## config.mk

```make
export PLATFORM = sky130hd
export DESIGN_NAME = tmrlr_top
export DESIGN_NICKNAME = d
export VERILOG_FILES = /design/src/include/tmrlr_pkg.sv /design/src/hw/tmrlr_top.sv /design/src/hw/tmrlr_evt_bank.sv
export SDC_FILE = /design/constraint.sdc
export NUM_CORES = 1
export LEC_CHECK = 0
export CAP_MARGIN = 20
export CORE_ASPECT_RATIO = 0.75
export CORE_MARGIN = 3
export CORE_UTILIZATION = 60
export CTS_CLUSTER_SIZE = 16
export DETAILED_ROUTE_END_ITERATION = 16
export DONT_BUFFER_PORTS = 1
export HOLD_SLACK_MARGIN = 0.15
export PLACE_DENSITY = 0.83
export SLEW_MARGIN = 20
export SYNTH_ARGS = -nofsm -noshare
export SYNTH_HDL_FRONTEND = slang
export SYNTH_SLANG_ARGS = --single-unit
```

## constraint.sdc

```tcl
create_clock -name aclk -period 5.5 [get_ports aclk]
set_input_delay 1.65 -clock aclk [delete_from_list [all_inputs] [get_ports aclk]]
set_output_delay 1.65 -clock aclk [all_outputs]
set_load 0.01 [all_outputs]
```

## src/include/tmrlr_pkg.sv

```systemverilog
// package: register map, field positions, reset values and carrier types of the timer load block
package tmrlr_pkg;

  // ---------------------------------------------------------------
  // register byte offsets
  // ---------------------------------------------------------------
  localparam logic [7:0] TMRLR_OFF_CFG    = 8'h00;  // timer_configuration
  localparam logic [7:0] TMRLR_OFF_MASK   = 8'h18;  // interrupt_mask
  localparam logic [7:0] TMRLR_OFF_RAW    = 8'h1c;  // raw_interrupt_status
  localparam logic [7:0] TMRLR_OFF_MIS    = 8'h20;  // masked_interrupt_status
  localparam logic [7:0] TMRLR_OFF_ICLR   = 8'h24;  // interrupt_clear
  localparam logic [7:0] TMRLR_OFF_ALOAD  = 8'h28;  // timer_a_interval_load
  localparam logic [7:0] TMRLR_OFF_BLOAD  = 8'h2c;  // timer_b_interval_load

  // ---------------------------------------------------------------
  // interrupt bit positions
  // ---------------------------------------------------------------
  localparam int TMRLR_BIT_A_TIMEOUT   = 0;
  localparam int TMRLR_BIT_A_MATCH     = 1;
  localparam int TMRLR_BIT_A_EVENT     = 2;
  localparam int TMRLR_BIT_RTC         = 3;
  localparam int TMRLR_BIT_B_TIMEOUT   = 8;
  localparam int TMRLR_BIT_B_MATCH     = 9;
  localparam int TMRLR_BIT_B_EVENT     = 10;
  localparam int TMRLR_NUM_EVT         = 7;

  // implemented bits of the interrupt registers
  localparam logic [31:0] TMRLR_IRQ_BITS = 32'h0000_070f;

  // ---------------------------------------------------------------
  // reset values and configuration codes
  // ---------------------------------------------------------------
  localparam logic [15:0] TMRLR_LOAD_RST   = 16'hffff;
  localparam logic [15:0] TMRLR_HALF_ZERO  = 16'h0000;
  localparam logic [2:0]  TMRLR_CFG_32BIT  = 3'h0;   // code that selects combined operation
  localparam logic [2:0]  TMRLR_CFG_RST    = 3'h0;

  // axi response codes
  localparam logic [1:0] TMRLR_RESP_OKAY   = 2'b00;
  localparam logic [1:0] TMRLR_RESP_SLVERR = 2'b10;

  // load values handed to the counting engines
  typedef struct packed {
    logic [15:0] a_load;
    logic [15:0] b_load;
    logic        a_wr;
    logic        b_wr;
  } tmrlr_load_t;

endpackage

```

## src/hw/tmrlr_top.sv

```systemverilog
// file: axi4-lite register block for timer interrupt clear and interval load registers
`timescale 1ns/100ps
module tmrlr_top
  import tmrlr_pkg::*;
(
  input  wire logic        aclk,
  input  wire logic        aresetn,
  input  wire logic [7:0]  s_axi_awaddr,
  input  wire logic        s_axi_awvalid,
  output logic             s_axi_awready,
  input  wire logic [31:0] s_axi_wdata,
  input  wire logic [3:0]  s_axi_wstrb,
  input  wire logic        s_axi_wvalid,
  output logic             s_axi_wready,
  output logic [1:0]       s_axi_bresp,
  output logic             s_axi_bvalid,
  input  wire logic        s_axi_bready,
  input  wire logic [7:0]  s_axi_araddr,
  input  wire logic        s_axi_arvalid,
  output logic             s_axi_arready,
  output logic [31:0]      s_axi_rdata,
  output logic [1:0]       s_axi_rresp,
  output logic             s_axi_rvalid,
  input  wire logic        s_axi_rready,
  input  wire logic [6:0]  evt_in,
  output tmrlr_load_t      load_out,
  output logic             mode_32bit,
  output logic             irq
);

  // ---------------------------------------------------------------
  // helpers
  // ---------------------------------------------------------------
  // pack 7 event bits into the 32-bit register layout
  function automatic logic [31:0] tmrlr_spread(input logic [6:0] v);
    tmrlr_spread = 32'h0000_0000;
    tmrlr_spread[TMRLR_BIT_A_TIMEOUT] = v[0];
    tmrlr_spread[TMRLR_BIT_A_MATCH]   = v[1];
    tmrlr_spread[TMRLR_BIT_A_EVENT]   = v[2];
    tmrlr_spread[TMRLR_BIT_RTC]       = v[3];
    tmrlr_spread[TMRLR_BIT_B_TIMEOUT] = v[4];
    tmrlr_spread[TMRLR_BIT_B_MATCH]   = v[5];
    tmrlr_spread[TMRLR_BIT_B_EVENT]   = v[6];
  endfunction

  // gather the 7 event bits out of a register word
  function automatic logic [6:0] tmrlr_gather(input logic [31:0] w);
    tmrlr_gather = {w[TMRLR_BIT_B_EVENT], w[TMRLR_BIT_B_MATCH], w[TMRLR_BIT_B_TIMEOUT],
                    w[TMRLR_BIT_RTC], w[TMRLR_BIT_A_EVENT], w[TMRLR_BIT_A_MATCH],
                    w[TMRLR_BIT_A_TIMEOUT]};
  endfunction

  // ---------------------------------------------------------------
  // state
  // ---------------------------------------------------------------
  logic [7:0]  waddr_ff;
  logic        aw_held_ff;
  logic [31:0] wdata_ff;
  logic [3:0]  wstrb_ff;
  logic        w_held_ff;
  logic        bvalid_ff;
  logic [1:0]  bresp_ff;
  logic        rvalid_ff;
  logic [31:0] rdata_ff;
  logic [1:0]  rresp_ff;
  logic [2:0]  cfg_ff;
  logic [6:0]  mask_ff;
  logic [15:0] a_load_ff;
  logic [15:0] b_load_ff;
  logic        a_wr_ff;
  logic        b_wr_ff;
  logic [6:0]  raw_flags;

  // ---------------------------------------------------------------
  // write channel: address and data taken in either order
  // ---------------------------------------------------------------
  wire aw_take = s_axi_awvalid & s_axi_awready;
  wire w_take  = s_axi_wvalid & s_axi_wready;
  wire wr_go   = aw_held_ff & w_held_ff & ~bvalid_ff;

  assign s_axi_awready = ~aw_held_ff & ~bvalid_ff;
  assign s_axi_wready  = ~w_held_ff & ~bvalid_ff;
  assign s_axi_bvalid  = bvalid_ff;
  assign s_axi_bresp   = bresp_ff;

  // hold the address and data until both are in
  always_ff @(posedge aclk) begin
    if (!aresetn) begin
      aw_held_ff <= 1'b0;
      w_held_ff  <= 1'b0;
      waddr_ff   <= 8'h00;
      wdata_ff   <= 32'h0000_0000;
      wstrb_ff   <= 4'h0;
    end else begin
      if (aw_take) begin
        aw_held_ff <= 1'b1;
        waddr_ff   <= s_axi_awaddr;
      end else if (wr_go) aw_held_ff <= 1'b0;
      if (w_take) begin
        w_held_ff <= 1'b1;
        wdata_ff  <= s_axi_wdata;
        wstrb_ff  <= s_axi_wstrb;
      end else if (wr_go) w_held_ff <= 1'b0;
    end
  end

  // ---------------------------------------------------------------
  // write decode
  // ---------------------------------------------------------------
  wire [7:0] wreg     = {waddr_ff[7:2], 2'b00};
  wire       wr_cfg   = wr_go & (wreg == TMRLR_OFF_CFG);
  wire       wr_mask  = wr_go & (wreg == TMRLR_OFF_MASK);
  wire       wr_iclr  = wr_go & (wreg == TMRLR_OFF_ICLR);
  wire       wr_aload = wr_go & (wreg == TMRLR_OFF_ALOAD);
  wire       wr_bload = wr_go & (wreg == TMRLR_OFF_BLOAD);
  wire       wr_ro    = wr_go & ((wreg == TMRLR_OFF_RAW) | (wreg == TMRLR_OFF_MIS));
  wire       wr_hit   = wr_cfg | wr_mask | wr_iclr | wr_aload | wr_bload | wr_ro;
  wire       is_32    = (cfg_ff == TMRLR_CFG_32BIT);
  wire       lo_en    = wstrb_ff[0] | wstrb_ff[1];
  wire       hi_en    = wstrb_ff[2] | wstrb_ff[3];

  // merge byte lanes into a 16-bit half
  function automatic logic [15:0] tmrlr_merge(input logic [15:0] old, input logic [15:0] nw,
                                              input logic [1:0] be);
    tmrlr_merge = {be[1] ? nw[15:8] : old[15:8], be[0] ? nw[7:0] : old[7:0]};
  endfunction

  // clear pulses only on bits written as one; zero bits leave flags alone
  wire [6:0] clr_vec = wr_iclr ? (tmrlr_gather(wdata_ff) & {7{wstrb_ff[0] | wstrb_ff[1]}})
                               : 7'h00;

  // a low half always takes the write; the upper half maps onto b only in 32-bit mode
  wire a_lo_wr = wr_aload & lo_en;
  wire b_via_a = wr_aload & hi_en & is_32;
  wire b_direct = wr_bload & lo_en & ~is_32;

  wire [15:0] nxt_a_load = a_lo_wr ? tmrlr_merge(a_load_ff, wdata_ff[15:0], wstrb_ff[1:0])
                                   : a_load_ff;
  wire [15:0] nxt_b_load = b_via_a ? tmrlr_merge(b_load_ff, wdata_ff[31:16], wstrb_ff[3:2]) :
                           b_direct ? tmrlr_merge(b_load_ff, wdata_ff[15:0], wstrb_ff[1:0]) :
                           b_load_ff;

  // control registers and load values
  always_ff @(posedge aclk) begin
    if (!aresetn) begin
      cfg_ff    <= TMRLR_CFG_RST;
      mask_ff   <= 7'h00;
      a_load_ff <= TMRLR_LOAD_RST;
      b_load_ff <= TMRLR_LOAD_RST;
      a_wr_ff   <= 1'b0;
      b_wr_ff   <= 1'b0;
    end else begin
      if (wr_cfg && wstrb_ff[0]) cfg_ff <= wdata_ff[2:0];
      if (wr_mask && lo_en) mask_ff <= tmrlr_gather(wdata_ff);
      a_load_ff <= nxt_a_load;
      b_load_ff <= nxt_b_load;
      a_wr_ff   <= a_lo_wr;
      b_wr_ff   <= b_via_a | b_direct;
    end
  end

  // write response: slverr for unmapped offsets
  always_ff @(posedge aclk) begin
    if (!aresetn) begin
      bvalid_ff <= 1'b0;
      bresp_ff  <= TMRLR_RESP_OKAY;
    end else if (wr_go) begin
      bvalid_ff <= 1'b1;
      bresp_ff  <= wr_hit ? TMRLR_RESP_OKAY : TMRLR_RESP_SLVERR;
    end else if (s_axi_bready) bvalid_ff <= 1'b0;
  end

  // ---------------------------------------------------------------
  // interrupt flags
  // ---------------------------------------------------------------
  tmrlr_evt_bank #(
    .NUM (TMRLR_NUM_EVT)
  ) u_evt (
    .aclk      (aclk),
    .aresetn   (aresetn),
    .evt_pulse (evt_in),
    .clr_pulse (clr_vec),
    .raw_ff    (raw_flags)
  );

  wire [6:0] masked = raw_flags & mask_ff;
  assign irq = |masked;

  // ---------------------------------------------------------------
  // read channel; upper half of a reads b only in 32-bit mode
  // ---------------------------------------------------------------
  wire [7:0]  rreg   = {s_axi_araddr[7:2], 2'b00};
  wire [15:0] a_high = is_32 ? b_load_ff : TMRLR_HALF_ZERO;
  wire        ar_take = s_axi_arvalid & s_axi_arready;

  assign s_axi_arready = ~rvalid_ff;
  assign s_axi_rvalid  = rvalid_ff;
  assign s_axi_rdata   = rdata_ff;
  assign s_axi_rresp   = rresp_ff;

  logic [31:0] rd_word;
  logic        rd_hit;
  // read mux; reserved bits come back as zero
  always_comb begin
    rd_hit  = 1'b1;
    rd_word = 32'h0000_0000;
    case (rreg)
      TMRLR_OFF_CFG:   rd_word = {29'h0000_0000, cfg_ff};
      TMRLR_OFF_MASK:  rd_word = tmrlr_spread(mask_ff);
      TMRLR_OFF_RAW:   rd_word = tmrlr_spread(raw_flags);
      TMRLR_OFF_MIS:   rd_word = tmrlr_spread(masked);
      TMRLR_OFF_ICLR:  rd_word = 32'h0000_0000;
      TMRLR_OFF_ALOAD: rd_word = {a_high, a_load_ff};
      TMRLR_OFF_BLOAD: rd_word = {TMRLR_HALF_ZERO, b_load_ff};
      default:         rd_hit  = 1'b0;
    endcase
  end

  always_ff @(posedge aclk) begin
    if (!aresetn) begin
      rvalid_ff <= 1'b0;
      rdata_ff  <= 32'h0000_0000;
      rresp_ff  <= TMRLR_RESP_OKAY;
    end else if (ar_take) begin
      rvalid_ff <= 1'b1;
      rdata_ff  <= rd_word;
      rresp_ff  <= rd_hit ? TMRLR_RESP_OKAY : TMRLR_RESP_SLVERR;
    end else if (s_axi_rready) rvalid_ff <= 1'b0;
  end

  assign load_out   = '{a_load: a_load_ff, b_load: b_load_ff, a_wr: a_wr_ff, b_wr: b_wr_ff};
  assign mode_32bit = is_32;

  // ---------------------------------------------------------------
  // assertions
  // ---------------------------------------------------------------
  a_clear_drops_raw: assert property (@(posedge aclk) disable iff (!aresetn)
    (clr_vec[0] && !evt_in[0]) |=> !raw_flags[0])
    else $error("cleared timeout flag still set");
  a_zero_keeps_raw: assert property (@(posedge aclk) disable iff (!aresetn)
    (raw_flags[4] && !clr_vec[4]) |=> raw_flags[4])
    else $error("flag lost without clear");
  a_clear_bit_map: assert property (@(posedge aclk) disable iff (!aresetn)
    wr_iclr && lo_en && wdata_ff[10] |-> clr_vec[6])
    else $error("bit 10 does not clear b event");
  a_raw_sets_always: assert property (@(posedge aclk) disable iff (!aresetn)
    evt_in[3] |=> raw_flags[3])
    else $error("event did not set raw flag");
  a_masked_needs_en: assert property (@(posedge aclk) disable iff (!aresetn)
    irq |-> |(raw_flags & mask_ff))
    else $error("irq without enabled flag");
  a_b_locked_32: assert property (@(posedge aclk) disable iff (!aresetn)
    (wr_bload && is_32 && !b_via_a) |=> $stable(b_load_ff))
    else $error("b load changed in 32-bit mode");
  a_high_zero_16: assert property (@(posedge aclk) disable iff (!aresetn)
    (ar_take && rreg == TMRLR_OFF_ALOAD && !is_32) |=> s_axi_rdata[31:16] == 16'h0000)
    else $error("upper half not zero in 16-bit mode");
  a_a_load_write: assert property (@(posedge aclk) disable iff (!aresetn)
    (wr_aload && wstrb_ff[1:0] == 2'b11) |=> a_load_ff == $past(wdata_ff[15:0]))
    else $error("a low half not loaded");
  a_b_via_upper: assert property (@(posedge aclk) disable iff (!aresetn)
    (wr_aload && is_32 && wstrb_ff[3:2] == 2'b11) |=> b_load_ff == $past(wdata_ff[31:16]))
    else $error("upper half did not reach b");
  a_b_direct_16: assert property (@(posedge aclk) disable iff (!aresetn)
    (wr_bload && !is_32 && wstrb_ff[1:0] == 2'b11) |=> b_load_ff == $past(wdata_ff[15:0]))
    else $error("b field not loaded in 16-bit mode");

  // engine pulses and read views; these catch a wrong mux leg that the write checks miss
  a_set_beats_clear: assert property (@(posedge aclk) disable iff (!aresetn)
    (evt_in[2] && clr_vec[2]) |=> raw_flags[2])
    else $error("event lost to a clear in the same cycle");
  a_a_pulse_follows: assert property (@(posedge aclk) disable iff (!aresetn)
    a_lo_wr |=> load_out.a_wr)
    else $error("a load write gave no pulse");
  a_b_quiet_32: assert property (@(posedge aclk) disable iff (!aresetn)
    (wr_bload && is_32) |=> !load_out.b_wr)
    else $error("b load pulsed on an ignored write");
  a_high_tracks_b: assert property (@(posedge aclk) disable iff (!aresetn)
    (ar_take && rreg == TMRLR_OFF_ALOAD && is_32) |=> s_axi_rdata[31:16] == $past(b_load_ff))
    else $error("upper half does not show b in 32-bit mode");
  a_b_16_ignores_upper: assert property (@(posedge aclk) disable iff (!aresetn)
    (wr_aload && !is_32) |=> $stable(b_load_ff))
    else $error("upper half write reached b in 16-bit mode");
  a_mask_view: assert property (@(posedge aclk) disable iff (!aresetn)
    (ar_take && rreg == TMRLR_OFF_MIS) |=>
      (s_axi_rdata & ~tmrlr_spread($past(mask_ff))) == 32'h0000_0000)
    else $error("masked status shows a disabled bit");
  a_status_reserved: assert property (@(posedge aclk) disable iff (!aresetn)
    (ar_take && rreg == TMRLR_OFF_RAW) |=> (s_axi_rdata & ~TMRLR_IRQ_BITS) == 32'h0000_0000)
    else $error("raw status shows a bit outside the map");

endmodule

```

## src/hw/tmrlr_evt_bank.sv

```systemverilog
// file: sticky raw interrupt flags, one per timer event, with write-one clear
`timescale 1ns/100ps
module tmrlr_evt_bank
  import tmrlr_pkg::*;
#(
  parameter int NUM = TMRLR_NUM_EVT
) (
  input  wire logic           aclk,
  input  wire logic           aresetn,
  input  wire logic [NUM-1:0] evt_pulse,
  input  wire logic [NUM-1:0] clr_pulse,
  output logic      [NUM-1:0] raw_ff
);

  // refuse an empty bank while elaborating rather than at run time
  if (NUM < 1) begin : g_bad_num
    $error("tmrlr_evt_bank needs at least one event");
  end

  // ---------------------------------------------------------------
  // one flag per event; a set in the clear cycle wins so no event is lost
  // ---------------------------------------------------------------
  genvar gi;
  generate
    for (gi = 0; gi < NUM; gi++) begin : g_flag
      logic nxt_raw;
      assign nxt_raw = evt_pulse[gi] | (raw_ff[gi] & ~clr_pulse[gi]);
      always_ff @(posedge aclk) begin
        if (!aresetn) raw_ff[gi] <= 1'b0;
        else raw_ff[gi] <= nxt_raw;
      end
    end
  endgenerate

endmodule

```

# Yosys cells after proc, flatten, opt, wreduce, memory -nomap -nowiden
# Cells that the tools add are included.
[totals]
ff_bits = 135
latchBits = 0
ramBits = 0
mem_bits_ro = 0
wordCells = 131
memories = 0
[op_classes]
n_addsub = 0
mul = 0
n_div = 0
magnitude_cmp = 0
eq_ne = 14
shift = 0
n_mux = 19
n_bitwise = 55
n_reduce_logical = 18
[op_table]
columns = ["op", "count"]
rows = [
  ["case mux 32 bit (6 select lines)", 1],
  ["equality test 6 x 4 -> 1 bit (second input constant)", 8],
  ["2-to-1 mux 16 bit", 3],
  ["2-to-1 mux 8 bit", 4],
  ["AND 1 bit", 25],
  ["equality test 6 x 3 -> 1 bit (second input constant)", 4],
  ["zero test 8 bit", 2],
  ["bitwise OR 1 bit", 16],
  ["AND 7 bit", 2],
  ["nonzero test 2 bit", 7],
  ["OR reduction 7 bit", 2],
  ["inverter 1 bit", 12],
  ["2-to-1 mux 1 bit", 8],
  ["2-to-1 mux 7 bit", 1],
  ["AND reduction 3 bit", 2],
  ["2-to-1 mux 2 bit", 2],
  ["inequality test 2 bit (second input constant)", 2],
  ["AND reduction 2 bit", 2],
  ["zero test 3 bit", 1],
  ["logical AND 1 bit", 2],
]

# Longest topological paths before layout
[depth]
depth_word = 9
depth_mapped = 8
depth_no_buf = 5

# Modules after synthesis
# A second synthesis with hierarchy kept.
[unflattened]
cells_unflattened = 606
area_unflattened_um2 = 5465.2
[modules_own_cells]
columns = ["module", "instances", "cells_each", "area_per_inst_um2", "seq_area_each_um2"]
rows = [
  ["tmrlr_top", 1, 585, 5228.8, 2482.4],
  ["tmrlr_evt_bank", 1, 21, 236.5, 140.1],
]

# Least setup slack after synthesis
# Ideal clock, no wire load.
[synth_timing]
path_type = "input -> register"
start = "input port s_axi_araddr[7]"
end = "register rdata_ff[20] (netlist: s_axi_rdata[20])"
setup_time_ns = 0.057
arrival_time_ns = 2.823
t_required_ns = 5.443
path_slack_ns = 2.620
cell_stages = 7
n_path_buf = 2
path_cell_list = "nor3_2 -> nand3_1 -> nor4_2 -> and2_0 -> buf_2 -> buf_6 -> a22o_2"
[synth_between]
elab_chain_cells = 2
word_cells_on_any_way = 7
classes_between = "5 x eq/ne; 1 x mux; 1 x reduce/logical"
[synth_rtl]
columns = ["item", "line_no", "rtl"]
rows = [
  ["from (decl)", "tmrlr_top.sv:18", "input wire logic [7:0] s_axi_araddr,"],
  ["equality test 6 x 4 -> 1 bit (tied with other cells)", "tmrlr_top.sv:207", "case (rreg)"],
  ["case mux 32 bit (6 select lines) (*)", "tmrlr_top.sv:207", ""],
  ["to (signal assigned)", "tmrlr_top.sv:226", "rdata_ff <= rd_word;"],
  ["to (decl)", "tmrlr_top.sv:64", "logic [31:0] rdata_ff;"],
]
# Every way passes the cells marked *; elsewhere a longest branch is shown, timed or not.
# A chain may end at the register's enable or synchronous reset.

# Worst setup path after layout
# Ends and elaborated chain as after synthesis.

==> metrics.yaml <==
sta:
  drv_slew: 0
  setup_viol: 0
  timing.setup.tns_ns: 0
  worst_hold_slack_ns: 0.462
  min_period_ns: 3.36
  slew_headroom: 0.248
  period_share: 0.610
  worst_pin_slew_ns: 1.12
  skew_ns: 0.00695
  fin_ws_ns: 2.14
  max_freq_mhz: 298
  rsz0062_at_grt: "no"
  hold_viol_final: 0
layout:
  drive_above_1_share: 0.0888
  layout.nets: 650
  instances_no_fill: 705
  utilization: 0.703
  syn_to_final_growth_pct: 10.6
  diodes: 0
  stdcell_area_sq_um: 6120
synth:
  synth_top_family_by_area: "simple AND/OR/NAND/NOR gates"
  synth_top_area_share: 0.474
  synth-edff-count: 0
  yosys-top-cells-area: "dfxtp_1, nand2_1, mux2i_1"
  ys_seq_area_frac: 0.474
  ys_seq_elements: 131
  synth_compound_area_frac: 0.205
  async_flop_share: 0
  synth_simple_gate_area_share: 0.208
  synthAdderAreaFrac: 0
  synth_warnings: 0
  ys.flop_type: "dfxtp_1"
  syn_area_per_cell_sq_um: 9.12
  syn-cell-area_sq_um: 5540
  synth_xor_area_frac: 0
  synthCells: 607
  synth_largest_area_cell: "dfxtp_1"
  muxShareOfSynthArea: 0.0723
  synth_cell_types: 51
clock_network:
  cts_root_buffer: "clkbuf_16"
  cts.sinks: 131
  postCtsResizedCells: 0
  cts_buffer_depth: 2
  hold_buffers: 0
  cts-buffers-inserted: 17
  post_cts.repair.setup_buffers: 0
  clk_latency_ns: 0.42
  cts_htree_levels: 4
  cts_tree: "built"
  cts.reportedPaths.clkPinSlew_ns: 0.06
floorplanning:
  std_cell_rows: 29
  io_pins: 143
  dieArea_sq_um: 10400
  dieHeight_microns: 89.2
  coreArea_sq_um: 8710
  die_w_microns: 117
  initial_utilization: 0.636
setup_path:
  cp_slowest_cell: "and2_0"
  r2r_slack_ns: 3.07
  r2r_start: "s_axi_rvalid"
  crit_start: "s_axi_araddr[7]"
  cp-start-kind: "input pin"
  max_stage_delay_ns: 0.69
  path_cells: "nor3_2, nand3_1, nor4_2, and2_0, a22o_2"
  critPathKind: "input pin to flop"
  worstSetupEndpointType: "flop"
  rr_worst_depth: 5
  path_max_fanout: 17
  worstPathArrival_ns: 3.72
  cp_top_family: "simple AND/OR/NAND/NOR gates"
  cp.required_ns: 5.87
  worstPathBufferInverterCount: 0
  r2r-end: "s_axi_rdata[20]"
worst_hold_path:
  whs_path_depth: 2
  hp-class: "flop to flop"
  hold_start: "wdata_ff[20]"
  hold_end: "wdata_ff[20]"
drt:
  wirelength_microns: 14100
  first_pass_iters: 6
  drc_errors: 0
  wl_per_cell_microns: 20.0
  dr_total_vias: 4352
  routed_via_density: 6.17
  drt-initial-drc-count: 369
  ant_nets: 0
run_status:
  status: "complete, no violations"
placed_design:
  gp_congestion: 0.905
  placed_area_sq_um: 5460
  place_hpwl_microns: 9790
  placed_cells: 673
  numPortBuffers: 0
  dp_slack_ns: 1.80
power_and_ir_drop:
  power.leakage_nw: 2.50
  total_power_mw: 2.38
  ir_worst_vdd_mv: 0.281
  pwr_density_cell_nw_per_um2: 389
global_route:
  overflow: 0
  grt_max_degree: 107
  grt.total_usage: 0.270
  antenna_found_initial: 0
  grt_pass1_wl_microns: 21100
  first_global_vias: 4034
job:
  cap_violations: 0
sequential cells by signal (all words and copies together), names as in the netlist, 4 cells and up:
signal	cells
a_load_ff	16
s_axi_rdata	32
mask_ff	7
waddr_ff	6
u_evt.raw_ff	7
wdata_ff	32
wstrb_ff	4
b_load_ff	16
power breakdown:
part | switching [mW] | internal, mW | leakage (nW)
registers | 0.0406 | 0.982 | 1.07
clock network | 0.421 | 0.827 | 0.315
logic | 0.0645 | 0.0489 | 1.12
cells in the final DEF, fill, tap and decap left out, drive strengths merged, types with 2 or more instances in the layout:
master	netlist	final
dfxtp	131	131
nand2	119	119
a21boi	45	45
mux2i	40	40
nor2b	40	40
o21ai	32	32
nand3	21	21
nor2	19	19
clkbuf	27	19
a2bb2oi	16	16
a22o	14	14
nor3	13	13
a21oi	11	11
o21a	8	8
a21o	7	7
a31oi	6	6
bufinv	0	5
a22oi	4	4
a221oi	4	4
clkinv	0	4
inv	3	4
and2	4	4
and3	3	3
a211oi	3	3
clkinvlp	0	3
nor4b	3	3
conb	1	2
nor4	2	2
metal layers:
| metal | global-route usage | vias to the layer above | routed length, microns |
|---|---|---|---|
| met5 | 0 | - | 0 |
| li1 | - | 2085 | - |
| met4 | 0.109 | 0 | 277 |
| met3 | 0.0792 | 28 | 1380 |
| met2 | 0.391 | 226 | 5940 |
| met1 | 0.378 | 2013 | 6470 |
kinds of logic after synthesis:
family | count (synthesis)
AO/OA/AOI/OAI | 155
other | 1
multiplexers | 40
flip-flops | 131
buffers and inverters | 46
AND/OR/NAND/NOR | 234
cell usage after synthesis (4+ instances only):
master     instances
a21boi_0          45
a21o_1             7
a21oi_1           11
a221oi_1           4
a22o_1             4
a22o_2            10
a22oi_1            4
a2bb2oi_1         16
a31oi_1            6
buf_2              7
buf_4              6
clkbuf_1          27
dfxtp_1          131
mux2i_1           40
nand2_1          119
nand3_1           21
nor2_1            19
nor2b_1           40
nor3_1            11
o21a_1             8
o21ai_0           31
area by class of cell:
type,instances,area [sq um]
Tap cell,108,135
Sequential cell,131,2620
Inverter,3,11.3
Multi-Input combinational cell,431,2700
Fill cell,700,2580
Clock inverter,13,205
Clock buffer,19,453
worst max-delay path by stage:
stage,to,slack (ns),depth (start not counted)
final,s_axi_rdata[20],2.14,5
after floorplan,s_axi_rdata[20],2.62,7
after global routing,s_axi_rdata[30],2.01,5
after detailed placement,s_axi_rdata[20],1.80,5
after CTS,s_axi_rdata[20],2.22,5
after global placement,s_axi_rdata[30],1.86,5
tightest hold or removal path: cells and delay by family (launching register included):
family          cells  cell delay, ns
flops               1            0.31
compound gates      1            0.06
simple gates        1            0.05
Note: power is estimated with default switching activity, not from simulation.
